### src/dcs_pkg.sv
// constants and carrier types for the drive control/status register bank
// assumes one 200 MHz clock and a decoded single-register fieldbus access port
package dcs_pkg;

  // ****************************************
  // register indices (holding register numbers)
  // ****************************************
  localparam logic [15:0] REG_COMMAND = 16'h0001;
  localparam logic [15:0] REG_SETPOINT = 16'h0002;
  localparam logic [15:0] REG_RAMP = 16'h0004;
  localparam logic [15:0] REG_STATUS = 16'h0006;
  localparam logic [15:0] REG_OUT_FREQ = 16'h0007;
  localparam logic [15:0] REG_OUT_CURR = 16'h0008;
  localparam logic [15:0] REG_OUT_POWER = 16'h000A;
  localparam logic [15:0] REG_DIG_IN = 16'h000B;
  localparam logic [15:0] REG_RATING_ID = 16'h000C;
  localparam logic [15:0] REG_POWER_RATING = 16'h000D;
  localparam logic [15:0] REG_SUPPLY_RATING = 16'h000E;
  localparam logic [15:0] REG_IO_VERSION = 16'h000F;
  localparam logic [15:0] REG_MC_VERSION = 16'h0010;
  localparam logic [15:0] REG_TYPE_CODE = 16'h0011;
  localparam logic [15:0] REG_ANALOG_ONE = 16'h0014;
  localparam logic [15:0] REG_ANALOG_TWO = 16'h0015;
  localparam logic [15:0] REG_PRE_RAMP = 16'h0016;
  localparam logic [15:0] REG_DC_BUS = 16'h0017;
  localparam logic [15:0] REG_TEMPERATURE = 16'h0018;
  localparam logic [15:0] REG_PARAM_SELECT = 16'h002C;
  localparam logic [15:0] REG_PARAM_VALUE = 16'h002D;

  // ****************************************
  // field positions
  // ****************************************
  localparam int CMD_RUN_BIT = 0;
  localparam int CMD_FAST_STOP_BIT = 1;
  localparam int CMD_FAULT_RESET_BIT = 2;
  localparam int CMD_COAST_BIT = 3;

  // ****************************************
  // limits and parameter table
  // ****************************************
  localparam logic signed [15:0] SETPOINT_MAX = 16'sh1388;
  localparam logic signed [15:0] SETPOINT_MIN = -16'sh1388;
  localparam logic [15:0] RAMP_OVERRIDE_ON = 16'h0001;
  localparam int NUM_PARAMS = 6;
  localparam logic [15:0] RESET_ZERO = 16'h0000;

  // parameter table entry: number, range, run lock, reset value
  typedef struct packed {
    logic [15:0] number;
    logic [15:0] min_value;
    logic [15:0] max_value;
    logic run_locked;
    logic [15:0] reset_value;
  } dcs_param_desc_t;

  // slots: max freq, min freq, accel, decel, second decel, ramp override select
  localparam int P_MAX_FREQ = 0;
  localparam int P_MIN_FREQ = 1;
  localparam int P_ACCEL = 2;
  localparam int P_DECEL = 3;
  localparam int P_DECEL2 = 4;
  localparam int P_RAMP_SEL = 5;

  localparam dcs_param_desc_t PARAM_TABLE [NUM_PARAMS] = '{
    '{16'h0065, 16'h0000, 16'h1388, 1'b1, 16'h01F4},
    '{16'h0066, 16'h0000, 16'h1388, 1'b0, 16'h0000},
    '{16'h0067, 16'h0000, 16'hEA60, 1'b0, 16'h01F4},
    '{16'h0068, 16'h0000, 16'hEA60, 1'b0, 16'h01F4},
    '{16'h00E1, 16'h0000, 16'hEA60, 1'b0, 16'h0000},
    '{16'h01FC, 16'h0000, 16'h0001, 1'b1, 16'h0000}
  };

  // ****************************************
  // carriers
  // ****************************************
  typedef enum logic [1:0] {
    DCS_MODE_STOP = 2'b00,
    DCS_MODE_RUN = 2'b01,
    DCS_MODE_FAST_STOP = 2'b10,
    DCS_MODE_COAST = 2'b11
  } dcs_mode_t;

  // live measurements from the drive core
  typedef struct packed {
    logic [15:0] out_freq;
    logic [15:0] out_current;
    logic [15:0] out_power;
    logic [15:0] digital_inputs;
    logic [15:0] analog_one;
    logic [15:0] analog_two;
    logic [15:0] pre_ramp_ref;
    logic [15:0] dc_bus;
    logic [15:0] temperature;
    logic [7:0] error_code;
    logic enabled;
    logic tripped;
    logic hand_mode;
    logic safe_torque_inhibit;
    logic maintenance_due;
    logic standby;
  } dcs_monitor_t;

  // commands towards the drive core
  typedef struct packed {
    dcs_mode_t mode;
    logic fault_reset;
    logic reverse;
    logic [15:0] freq_magnitude;
    logic [15:0] accel_time;
    logic [15:0] decel_time;
  } dcs_drive_cmd_t;

  // whole register state
  typedef struct packed {
    logic [15:0] command;
    logic [15:0] setpoint;
    logic [15:0] ramp;
    logic [15:0] param_select;
    logic [NUM_PARAMS-1:0][15:0] params;
    logic [15:0] rdata;
    logic ack;
    logic err;
    dcs_drive_cmd_t drive;
  } dcs_state_t;

endpackage

### src/dcs_regs.sv
// holding-register bank of the drive: command, setpoint, status, monitors, parameters
// assumes the fieldbus framer presents one decoded register access per request pulse
//
// Function
// RULE1: command bit 0 one runs the drive, zero stops it.
// RULE2: command bit 1 stops using the second deceleration ramp time.
// RULE3: command bit 2 one requests a fault reset.
// RULE4: master returns bit 2 to zero after fault clears.
// RULE5: command bit 3 one makes the motor coast freely.
// RULE6: coast beats fast stop beats run.
// RULE7: setpoint is signed 16-bit in tenths of hertz.
// RULE8: negative setpoint commands reverse rotation.
// RULE9: setpoint limited to +-5000 and to min/max frequency settings.
// RULE10: ramp register sets both ramps when override select equals one.
// RULE11: master writes ramp time 0 to 60000 hundredths of seconds.
// RULE12: status high byte holds last error code.
// RULE13: status low byte flags enabled, tripped, hand, inhibit, maintenance, standby.
// RULE14: output frequency and current reported with one decimal place.
// RULE15: output power reported with two decimals in kilowatts.
// RULE16: digital input register maps input n to bit n-1.
// RULE17: analog registers return scaled level, 4096 full scale.
// RULE18: version registers hold versions with two implied decimals.
// RULE19: master writes parameter number to register 44 first.
// RULE20: reading register 45 returns selected parameter value.
// RULE21: parameter changes only on register 45 writes.
// RULE22: error on missing parameter, out of range, or run-locked while enabled.
// RULE23: rejected parameter write leaves value unchanged.
`timescale 1ns/1ps
`default_nettype none

module dcs_regs #(
  parameter logic [15:0] RATING_ID = 16'h0001,     // arbitrary value
  parameter logic [15:0] POWER_RATING = 16'h004B,  // two decimals
  parameter logic [15:0] SUPPLY_RATING = 16'h0190, // nominal volts
  parameter logic [15:0] IO_VERSION = 16'h0064,    // two decimals
  parameter logic [15:0] MC_VERSION = 16'h0064,    // two decimals
  parameter logic [15:0] TYPE_CODE = 16'h0001      // arbitrary value
) (
  input wire logic clk,                         // 200 MHz clock
  input wire logic rst,                         // synchronous reset, active high
  input wire logic ce,                          // clock enable, freezes state when low
  input wire logic req,                         // one-cycle access request
  input wire logic wr,                          // 1 write, 0 read
  input wire logic [15:0] addr,                 // holding register number
  input wire logic [15:0] wdata,                // write value
  input wire dcs_pkg::dcs_monitor_t mon,        // live drive measurements
  output logic ack,                             // one-cycle answer pulse
  output logic err,                             // answer is an error response
  output logic [15:0] rdata,                    // read data, valid with ack
  output var dcs_pkg::dcs_drive_cmd_t drive     // resolved drive commands
);

  // ****************************************
  // state
  // ****************************************
  dcs_pkg::dcs_state_t st;
  dcs_pkg::dcs_state_t next_st;

  logic [dcs_pkg::NUM_PARAMS-1:0] hit;
  logic param_found;
  logic [15:0] sel_value;
  logic [15:0] sel_min;
  logic [15:0] sel_max;
  logic sel_locked;
  logic [15:0] status_word;

  // ****************************************
  // parameter lookup
  // ****************************************
  genvar g;
  generate
    for (g = 0; g < dcs_pkg::NUM_PARAMS; g++) begin : g_hit
      assign hit[g] = (st.param_select == dcs_pkg::PARAM_TABLE[g].number);
    end
  endgenerate

  always_comb begin
    param_found = 1'b0;
    sel_value = dcs_pkg::RESET_ZERO;
    sel_min = dcs_pkg::RESET_ZERO;
    sel_max = dcs_pkg::RESET_ZERO;
    sel_locked = 1'b0;
    for (int i = 0; i < dcs_pkg::NUM_PARAMS; i++) begin
      if (hit[i]) begin
        param_found = 1'b1;
        sel_value = st.params[i];                                   // [RULE20]
        sel_min = dcs_pkg::PARAM_TABLE[i].min_value;
        sel_max = dcs_pkg::PARAM_TABLE[i].max_value;
        sel_locked = dcs_pkg::PARAM_TABLE[i].run_locked;
      end
    end
  end

  // status: error code high, flags low, bits 6 and 7 zero
  assign status_word = {mon.error_code, 2'b00, mon.standby, mon.maintenance_due,
                        mon.safe_torque_inhibit, mon.hand_mode, mon.tripped,
                        mon.enabled};                               // [RULE12] [RULE13]

  // ****************************************
  // next state
  // ****************************************
  always_comb begin
    logic signed [15:0] sp;
    logic [15:0] mag;
    logic [15:0] fmin;
    logic [15:0] fmax;
    logic use_override;
    next_st = st;
    sp = 16'sh0000;
    mag = dcs_pkg::RESET_ZERO;
    fmin = dcs_pkg::RESET_ZERO;
    fmax = dcs_pkg::RESET_ZERO;
    use_override = 1'b0;
    next_st.ack = 1'b0;
    next_st.err = 1'b0;

    if (req) begin
      next_st.ack = 1'b1;
      next_st.rdata = dcs_pkg::RESET_ZERO;
      if (wr) begin
        case (addr)
          dcs_pkg::REG_COMMAND: next_st.command = wdata;
          dcs_pkg::REG_SETPOINT: next_st.setpoint = wdata;
          dcs_pkg::REG_RAMP: next_st.ramp = wdata;
          dcs_pkg::REG_PARAM_SELECT: next_st.param_select = wdata;  // [RULE19] [RULE21]
          dcs_pkg::REG_PARAM_VALUE: begin
            if (!param_found || wdata < sel_min || wdata > sel_max ||
                (sel_locked && mon.enabled)) begin
              next_st.err = 1'b1;                                   // [RULE22] [RULE23]
            end else begin
              for (int i = 0; i < dcs_pkg::NUM_PARAMS; i++) begin
                if (hit[i]) begin
                  next_st.params[i] = wdata;                        // [RULE21]
                end
              end
            end
          end
          default: next_st.err = 1'b1;
        endcase
        next_st.rdata = wdata;
      end else begin
        case (addr)
          dcs_pkg::REG_COMMAND: next_st.rdata = st.command;
          dcs_pkg::REG_SETPOINT: next_st.rdata = st.setpoint;
          dcs_pkg::REG_RAMP: next_st.rdata = st.ramp;
          dcs_pkg::REG_STATUS: next_st.rdata = status_word;
          dcs_pkg::REG_OUT_FREQ: next_st.rdata = mon.out_freq;       // [RULE14]
          dcs_pkg::REG_OUT_CURR: next_st.rdata = mon.out_current;    // [RULE14]
          dcs_pkg::REG_OUT_POWER: next_st.rdata = mon.out_power;     // [RULE15]
          dcs_pkg::REG_DIG_IN: next_st.rdata = mon.digital_inputs;   // [RULE16]
          dcs_pkg::REG_RATING_ID: next_st.rdata = RATING_ID;
          dcs_pkg::REG_POWER_RATING: next_st.rdata = POWER_RATING;
          dcs_pkg::REG_SUPPLY_RATING: next_st.rdata = SUPPLY_RATING;
          dcs_pkg::REG_IO_VERSION: next_st.rdata = IO_VERSION;       // [RULE18]
          dcs_pkg::REG_MC_VERSION: next_st.rdata = MC_VERSION;       // [RULE18]
          dcs_pkg::REG_TYPE_CODE: next_st.rdata = TYPE_CODE;
          dcs_pkg::REG_ANALOG_ONE: next_st.rdata = mon.analog_one;   // [RULE17]
          dcs_pkg::REG_ANALOG_TWO: next_st.rdata = mon.analog_two;   // [RULE17]
          dcs_pkg::REG_PRE_RAMP: next_st.rdata = mon.pre_ramp_ref;
          dcs_pkg::REG_DC_BUS: next_st.rdata = mon.dc_bus;
          dcs_pkg::REG_TEMPERATURE: next_st.rdata = mon.temperature;
          dcs_pkg::REG_PARAM_SELECT: next_st.rdata = st.param_select;
          dcs_pkg::REG_PARAM_VALUE: begin
            next_st.rdata = sel_value;                              // [RULE20]
            next_st.err = !param_found;
          end
          default: next_st.err = 1'b1;
        endcase
      end
    end

    // command resolution from the stored word
    if (st.command[dcs_pkg::CMD_COAST_BIT]) begin
      next_st.drive.mode = dcs_pkg::DCS_MODE_COAST;                 // [RULE5] [RULE6]
    end else if (st.command[dcs_pkg::CMD_FAST_STOP_BIT]) begin
      next_st.drive.mode = dcs_pkg::DCS_MODE_FAST_STOP;             // [RULE2] [RULE6]
    end else if (st.command[dcs_pkg::CMD_RUN_BIT]) begin
      next_st.drive.mode = dcs_pkg::DCS_MODE_RUN;                   // [RULE1] [RULE6]
    end else begin
      next_st.drive.mode = dcs_pkg::DCS_MODE_STOP;                  // [RULE1]
    end
    next_st.drive.fault_reset = st.command[dcs_pkg::CMD_FAULT_RESET_BIT]; // [RULE3]

    // signed setpoint, clamp to +-5000 then to the frequency limits
    sp = $signed(st.setpoint);                                      // [RULE7]
    if (sp > dcs_pkg::SETPOINT_MAX) begin
      sp = dcs_pkg::SETPOINT_MAX;                                   // [RULE9]
    end else if (sp < dcs_pkg::SETPOINT_MIN) begin
      sp = dcs_pkg::SETPOINT_MIN;                                   // [RULE9]
    end
    next_st.drive.reverse = sp[15];                                 // [RULE8]
    mag = sp[15] ? 16'(-sp) : 16'(sp);
    fmin = st.params[dcs_pkg::P_MIN_FREQ];
    fmax = st.params[dcs_pkg::P_MAX_FREQ];
    if (mag > fmax) begin
      mag = fmax;                                                   // [RULE9]
    end
    if (mag < fmin) begin
      mag = fmin;                                                   // [RULE9]
    end
    next_st.drive.freq_magnitude = mag;

    // ramp times: override register or separate settings; fast stop uses second ramp
    use_override = (st.params[dcs_pkg::P_RAMP_SEL] == dcs_pkg::RAMP_OVERRIDE_ON);
    next_st.drive.accel_time = use_override ? st.ramp : st.params[dcs_pkg::P_ACCEL]; // [RULE10]
    if (next_st.drive.mode == dcs_pkg::DCS_MODE_FAST_STOP) begin
      next_st.drive.decel_time = st.params[dcs_pkg::P_DECEL2];      // [RULE2]
    end else begin
      next_st.drive.decel_time = use_override ? st.ramp : st.params[dcs_pkg::P_DECEL]; // [RULE10]
    end
  end

  // ****************************************
  // registers
  // ****************************************
  always_ff @(posedge clk) begin
    if (rst) begin
      st <= '0;
      for (int i = 0; i < dcs_pkg::NUM_PARAMS; i++) begin
        st.params[i] <= dcs_pkg::PARAM_TABLE[i].reset_value;
      end
    end else if (ce) begin
      st <= next_st;
    end
  end

  assign ack = st.ack;
  assign err = st.err;
  assign rdata = st.rdata;
  assign drive = st.drive;

endmodule

`default_nettype wire

### config.mk
export PLATFORM = sky130hd
export DESIGN_NAME = dcs_regs
export DESIGN_NICKNAME = d
export VERILOG_FILES = /design/src/dcs_pkg.sv /design/src/dcs_regs.sv
export SDC_FILE = /design/constraint.sdc
export NUM_CORES = 1
export LEC_CHECK = 0
export BUFFER_PORTS_ARGS = -buffer_cell sky130_fd_sc_hd__buf_2
export CORE_MARGIN = 5
export CORE_UTILIZATION = 61
export DETAILED_ROUTE_END_ITERATION = 16
export HOLD_SLACK_MARGIN = 0.05
export PLACE_DENSITY = 0.95
export SETUP_SLACK_MARGIN = 0.4
export SYNTH_ARGS = -nofsm -noshare
export SYNTH_HDL_FRONTEND = slang
export SYNTH_SLANG_ARGS = --single-unit
### constraint.sdc
create_clock -name clk -period 16.45 [get_ports clk]
set_input_delay 4.935 -clock clk [delete_from_list [all_inputs] [get_ports clk]]
set_output_delay 4.935 -clock clk [all_outputs]
set_load 0.02 [all_outputs]
Word-level counts from Yosys, hierarchy flattened
Index checks and enable logic that the tools add are counted.
Operators by class
  add/subtract/negate cells: 1
  $lt $le $gt $ge: 6
  eq/ne operators: 29
  multiplexer cells: 41
  bitwise logic cells: 1
  reductions and logical operators: 20
Operators with widths (count)
  $mux W16: 19
  $pmux W16 S19: 1
  $eq A16 B4 Y1 const B: 7
  $eq A16 B5 Y1 const B: 7
  $eq A16 B7 Y1 const B: 4
  $eq A16 B3 Y1 const B: 3
  $reduce_and A6 Y1: 6
  $eq A16 B1 Y1 const B: 2
  $eq A16 B6 Y1 const B: 2
  $gt A16 B16 Y1: 2
  $mux W13: 2
  $reduce_or A20 Y1: 1
  $eq A16 B2 Y1 const B: 1
  $eq A16 B8 Y1 const B: 1
  $eq A16 B9 Y1 const B: 1
  $gt A16 B14 Y1 const B: 1
  $lt A16 B1 Y1 const B: 1
  $lt A16 B14 Y1 const B: 1
  $lt A16 B16 Y1: 1
  $neg A16 Y16: 1
  $reduce_and A4 Y1: 4
  $mux W1: 14
  $mux W2: 3
  $pmux W1 S2: 2
  other kinds (8): 11
Word-level totals
  flip-flop bits (word level): 230
  input bits: 195
  output and inout bits: 70
  word-level logic and storage cells: 117

Longest topological paths before layout
  depth in word-level cells: 15
  depth in mapped cells: 32
  gate-level depth less buffers: 28

Least setup slack after synthesis
OpenSTA, ideal clock, no wires.
  kind: input to register
  start: in wdata[0]
  end: reg st[100] in the netlist's numbering
  library setup time: 0.128 ns
  arrival: 7.489 ns
  data required time: 16.322 ns
  path slack: 8.834 ns
  stages on the path: 10
  buffers on the path: 2
  cell sequence: clkbuf_1 > inv_1 > ha_1 > nand4_1 > or4_1 > mux2i_1 > o2111ai_4 > buf_6 > mux2i_1 > nor2_1
On the way
  longest elaborated chain between the ends: 6
  elaborated cells between the ends (all ways): 7
  classes of those cells: 2 x order compare; 1 x bitwise; 4 x reduce/logical
Ends and longest elaborated chain
  from (decl): line dcs_regs.sv:45  | input wire logic [15:0] wdata,
  $lt A16 B1 Y1: line dcs_regs.sv:127  | if (!param_found || wdata < sel_min || wdata > sel_max ||
  $logic_or A1 B1 Y1: line dcs_regs.sv:127
  $logic_or A1 B1 Y1 (*) (2 in a row): line dcs_regs.sv:127
  $not A1 Y1 (no source line) (*)
  $reduce_and A6 Y1 (no source line) (*)
  to (signal assigned): line dcs_regs.sv:223  | st <= next_st;
  to (decl): line dcs_regs.sv:56  | dcs_pkg::dcs_state_t st;
Mark *: on every way between the ends. The rest lies on a longest branch, timed or not.
A chain may end at the register's enable or synchronous reset.

Worst setup path in the final report
  start: reg st[205] in the netlist's numbering
  end: reg st (netlist bit drive[34])
On the way
  longest elaborated chain between the ends: 9
  elaborated cells between the ends (all ways): 10
  classes of those cells: 1 x add/sub; 4 x order compare; 5 x mux
Ends and longest elaborated chain
  $lt A16 B14 Y1: line dcs_regs.sv:188  | end else if (sp < dcs_pkg::SETPOINT_MIN) begin
  $mux W16: line dcs_regs.sv:188
  $mux W16 (*): line dcs_regs.sv:186  | if (sp > dcs_pkg::SETPOINT_MAX) begin
  $neg A16 Y16: line dcs_regs.sv:192  | mag = sp[15] ? 16'(-sp) : 16'(sp);
  $mux W16 (*): line dcs_regs.sv:192
  $gt A16 B16 Y1: line dcs_regs.sv:195  | if (mag > fmax) begin
  $mux W16 (*): line dcs_regs.sv:195
  $lt A16 B16 Y1: line dcs_regs.sv:198  | if (mag < fmin) begin
  $mux W16 (*): line dcs_regs.sv:198
Marked as above.

==> results.sh <==
export IMPL_ys_top_cells_by_count="dfxtp_1 (230), nand2_1 (212), nor2_1 (201), a21oi_1 (174), mux2i_1 (124)"
export IMPL_r2r_start="st[205]"
export IMPL_grt_max_degree=107
export IMPL_dp_cells=2101
export IMPL_cp_max_fo=16
export IMPL_powerDensity_mw_per_mm2=78.9
export IMPL_cts_buffer_depth=3
export IMPL_via_per_inst=6.94
export IMPL_synth_cells=1749
export IMPL_area_growth_pct=10.9
export IMPL_fin_skew_ps=38.0
export IMPL_max_freq_mhz=122
export IMPL_synth_ff_type="dfxtp_1"
export IMPL_fp_dieH_um=161
export IMPL_clk_insertion_delay_late_ps=560
export IMPL_worstReg2RegEnd="drive[34]"
export IMPL_dieArea_mm2=0.0260
export IMPL_core_area_mm2=0.0226
export IMPL_crit_type="reg2reg"
export IMPL_gp_congestion=0.999
export IMPL_required_ps=16860
export IMPL_num_rows=55
export IMPL_routedWlPerCell_um=24.6
export IMPL_route_detailed_drc=0
export IMPL_portBuffers=264
export IMPL_htreeDepth=1
export IMPL_cts_buffers=24
export IMPL_wl_um=52800
export IMPL_hp_start="st[223]"
export IMPL_seq_area_frac_synth=0.331
export IMPL_fin_cells=2145
export IMPL_root_buffer="clkbuf_16"
export IMPL_synth_nets=1989
export IMPL_grt_overflow=0
export IMPL_start_kind="register"
export IMPL_cts_sinks=230
export IMPL_yosys_area_top_type="dfxtp_1"
export IMPL_ys_seq_elements=230
export IMPL_ir_drop_mv=0.0672
export IMPL_async_flop_share=0
export IMPL_hold_end="st[223]"
export IMPL_rsz0062_at_grt="no"
export IMPL_synth_edff_count=0
export IMPL_reg2reg_depth=26
export IMPL_ys_warn_count=0
export IMPL_die_w_um=161
export IMPL_cts_tree="built"
export IMPL_dr_pass1_iters=8
export IMPL_start_util=0.617
export IMPL_synth_area_mm2=0.0139
export IMPL_crit_path_end_kind="register"
export IMPL_drt_iter0_markers=2925
export IMPL_drtAntennaViolNets=0
export IMPL_first_global_vias=14200
export IMPL_r2r_slack_ps=8250
export IMPL_final_min_clock_period_ps=8200
export IMPL_drv_slew=0
export IMPL_synth_area_top_cells="dfxtp_1 (33%), mux2i_1 (8.9%), a21oi_1 (6.3%), nand2_1 (5.7%), nor2_1 (5.4%)"
export IMPL_min_path_type="reg2reg"
export IMPL_power_leakage_nw=6.64
export IMPL_hold_buffers=0
export IMPL_avgSynthCellArea_um2=7.96
export IMPL_layout_drive_gt1_share=0.188
export IMPL_diodes=0
export IMPL_setup_tns_ps=0
export IMPL_final_nets=2082
export IMPL_synth_most_common_cell="dfxtp_1"
export IMPL_io_pins=265
export IMPL_dp_hpwl_um=38700
export IMPL_num_vias=14900
export IMPL_grt_usage=0.384
export IMPL_worst_slew_pin_slew_ps=1340
export IMPL_cp_arrival_ps=8610
export IMPL_dpl_cell_area_mm2=0.0146
export IMPL_clk_pin_slew_worst_paths_ps=60
export IMPL_finalCritPeriodShare=0.499
export IMPL_antenna_found_initial=0
export IMPL_final_hold_viol_count=0
export IMPL_yosysUniqueCellTypes=78
export IMPL_finalInstanceArea_mm2=0.0155
export IMPL_max_slew_margin=0.105
export IMPL_worst_hold_slack_ps=465
export IMPL_cts_resized=0
export IMPL_max_cap_viol_count=0
export IMPL_grt_first_pass_wirelength_um=79900
export IMPL_netlist_area_leader_share=0.331
export IMPL_setup_viol=0
export IMPL_hold_depth=2
export IMPL_post_cts_buffers=0
export IMPL_status="completed"
how the worst max path moves through the flow:
stage / start / end
floorplan: wdata[0] / st[100]
global placement: wdata[9] / st[111]
detailed placement: wdata[9] / st[117]
CTS: st[205] / drive[34]
global route: st[205] / drive[46]
finish: st[205] / drive[34]
layer usage:
layer,wire length [um],track usage
met1,18700,0.490
met2,23100,0.596
met3,6950,0.0799
met4,4110,0.240
met5,0,0
power breakdown:
group	total [mW]	switching, mW	internal [mW]
Sequential	0.566	0.00337	0.563
Combinational	0.100	0.0662	0.0338
Clock	0.553	0.235	0.319
Total	1.22	0.304	0.915
layout by cell type, fill, tap and decap left out, types with 42 or more instances in the layout:
cell type and instances:
ha_1 45, dfxtp_1 230, a21oi_1 174, o21ai_0 54
mux2i_1 124, nand2_1 212, nor2_1 201, a222oi_1 42
buf_2 262, inv_1 44
per-stage QoR:
step / total power [mW] / utilization / worst slack, ps
floorplan: 0.634 / - / 8830
global placement: 0.671 / 0.649 / 8160
detailed placement: 0.674 / 0.649 / 8010
CTS: 1.21 / 0.685 / 8400
global route: 1.25 / 0.685 / 7580
finish: 1.22 / 0.685 / 8250
worst max-delay path: stages, from the launching register on:
cell and delay, ps:
dfxtp_1 420, nor3_1 530, a21oi_1 140, o2111ai_1 240, ha_1 470, nand3b_1 290, ha_1 230, nor3b_1 450
nand4_1 220, nor3_1 290, o31a_1 160, a21oi_1 90, ha_1 320, nand4_1 190, a311oi_1 380, a211oi_1 130
a31oi_1 600, buf_4 330, mux2_2 390, ha_1 300, a21o_1 160, a21o_1 170, a21o_1 190, a211o_1 310
a211oi_2 430, nor2_1 290, a311o_1 380
cell families (layout without fill, tap and decap cells):
kind of cell	after synthesis	after routing	share of synthesized area
AND/OR/NAND/NOR	616	616	0.205
AO/OA/AOI/OAI	456	456	0.228
buffers and inverters	256	367	0.0906
flip-flops	230	230	0.331
multiplexers	137	137	0.0996
adder cells (fa/ha/maj)	45	45	0.0404
XOR/XNOR	9	9	0.00566
state kept, by name (all words and copies together) (netlist names):
name / flops
st: 159
ack: 1
err: 1
rdata: 16
drive: 52
next_st: 1
cell type report:
type | count | area, um2
Multi-Input combinational cell | 1263 | 8080
Fill cell | 1773 | 7120
Sequential cell | 230 | 4600
Timing Repair Buffer | 278 | 1440
Clock buffer | 37 | 719
Tap cell | 285 | 357
Inverter | 45 | 169
Clock inverter | 7 | 90.1
Power figures use the tool's default switching activity.
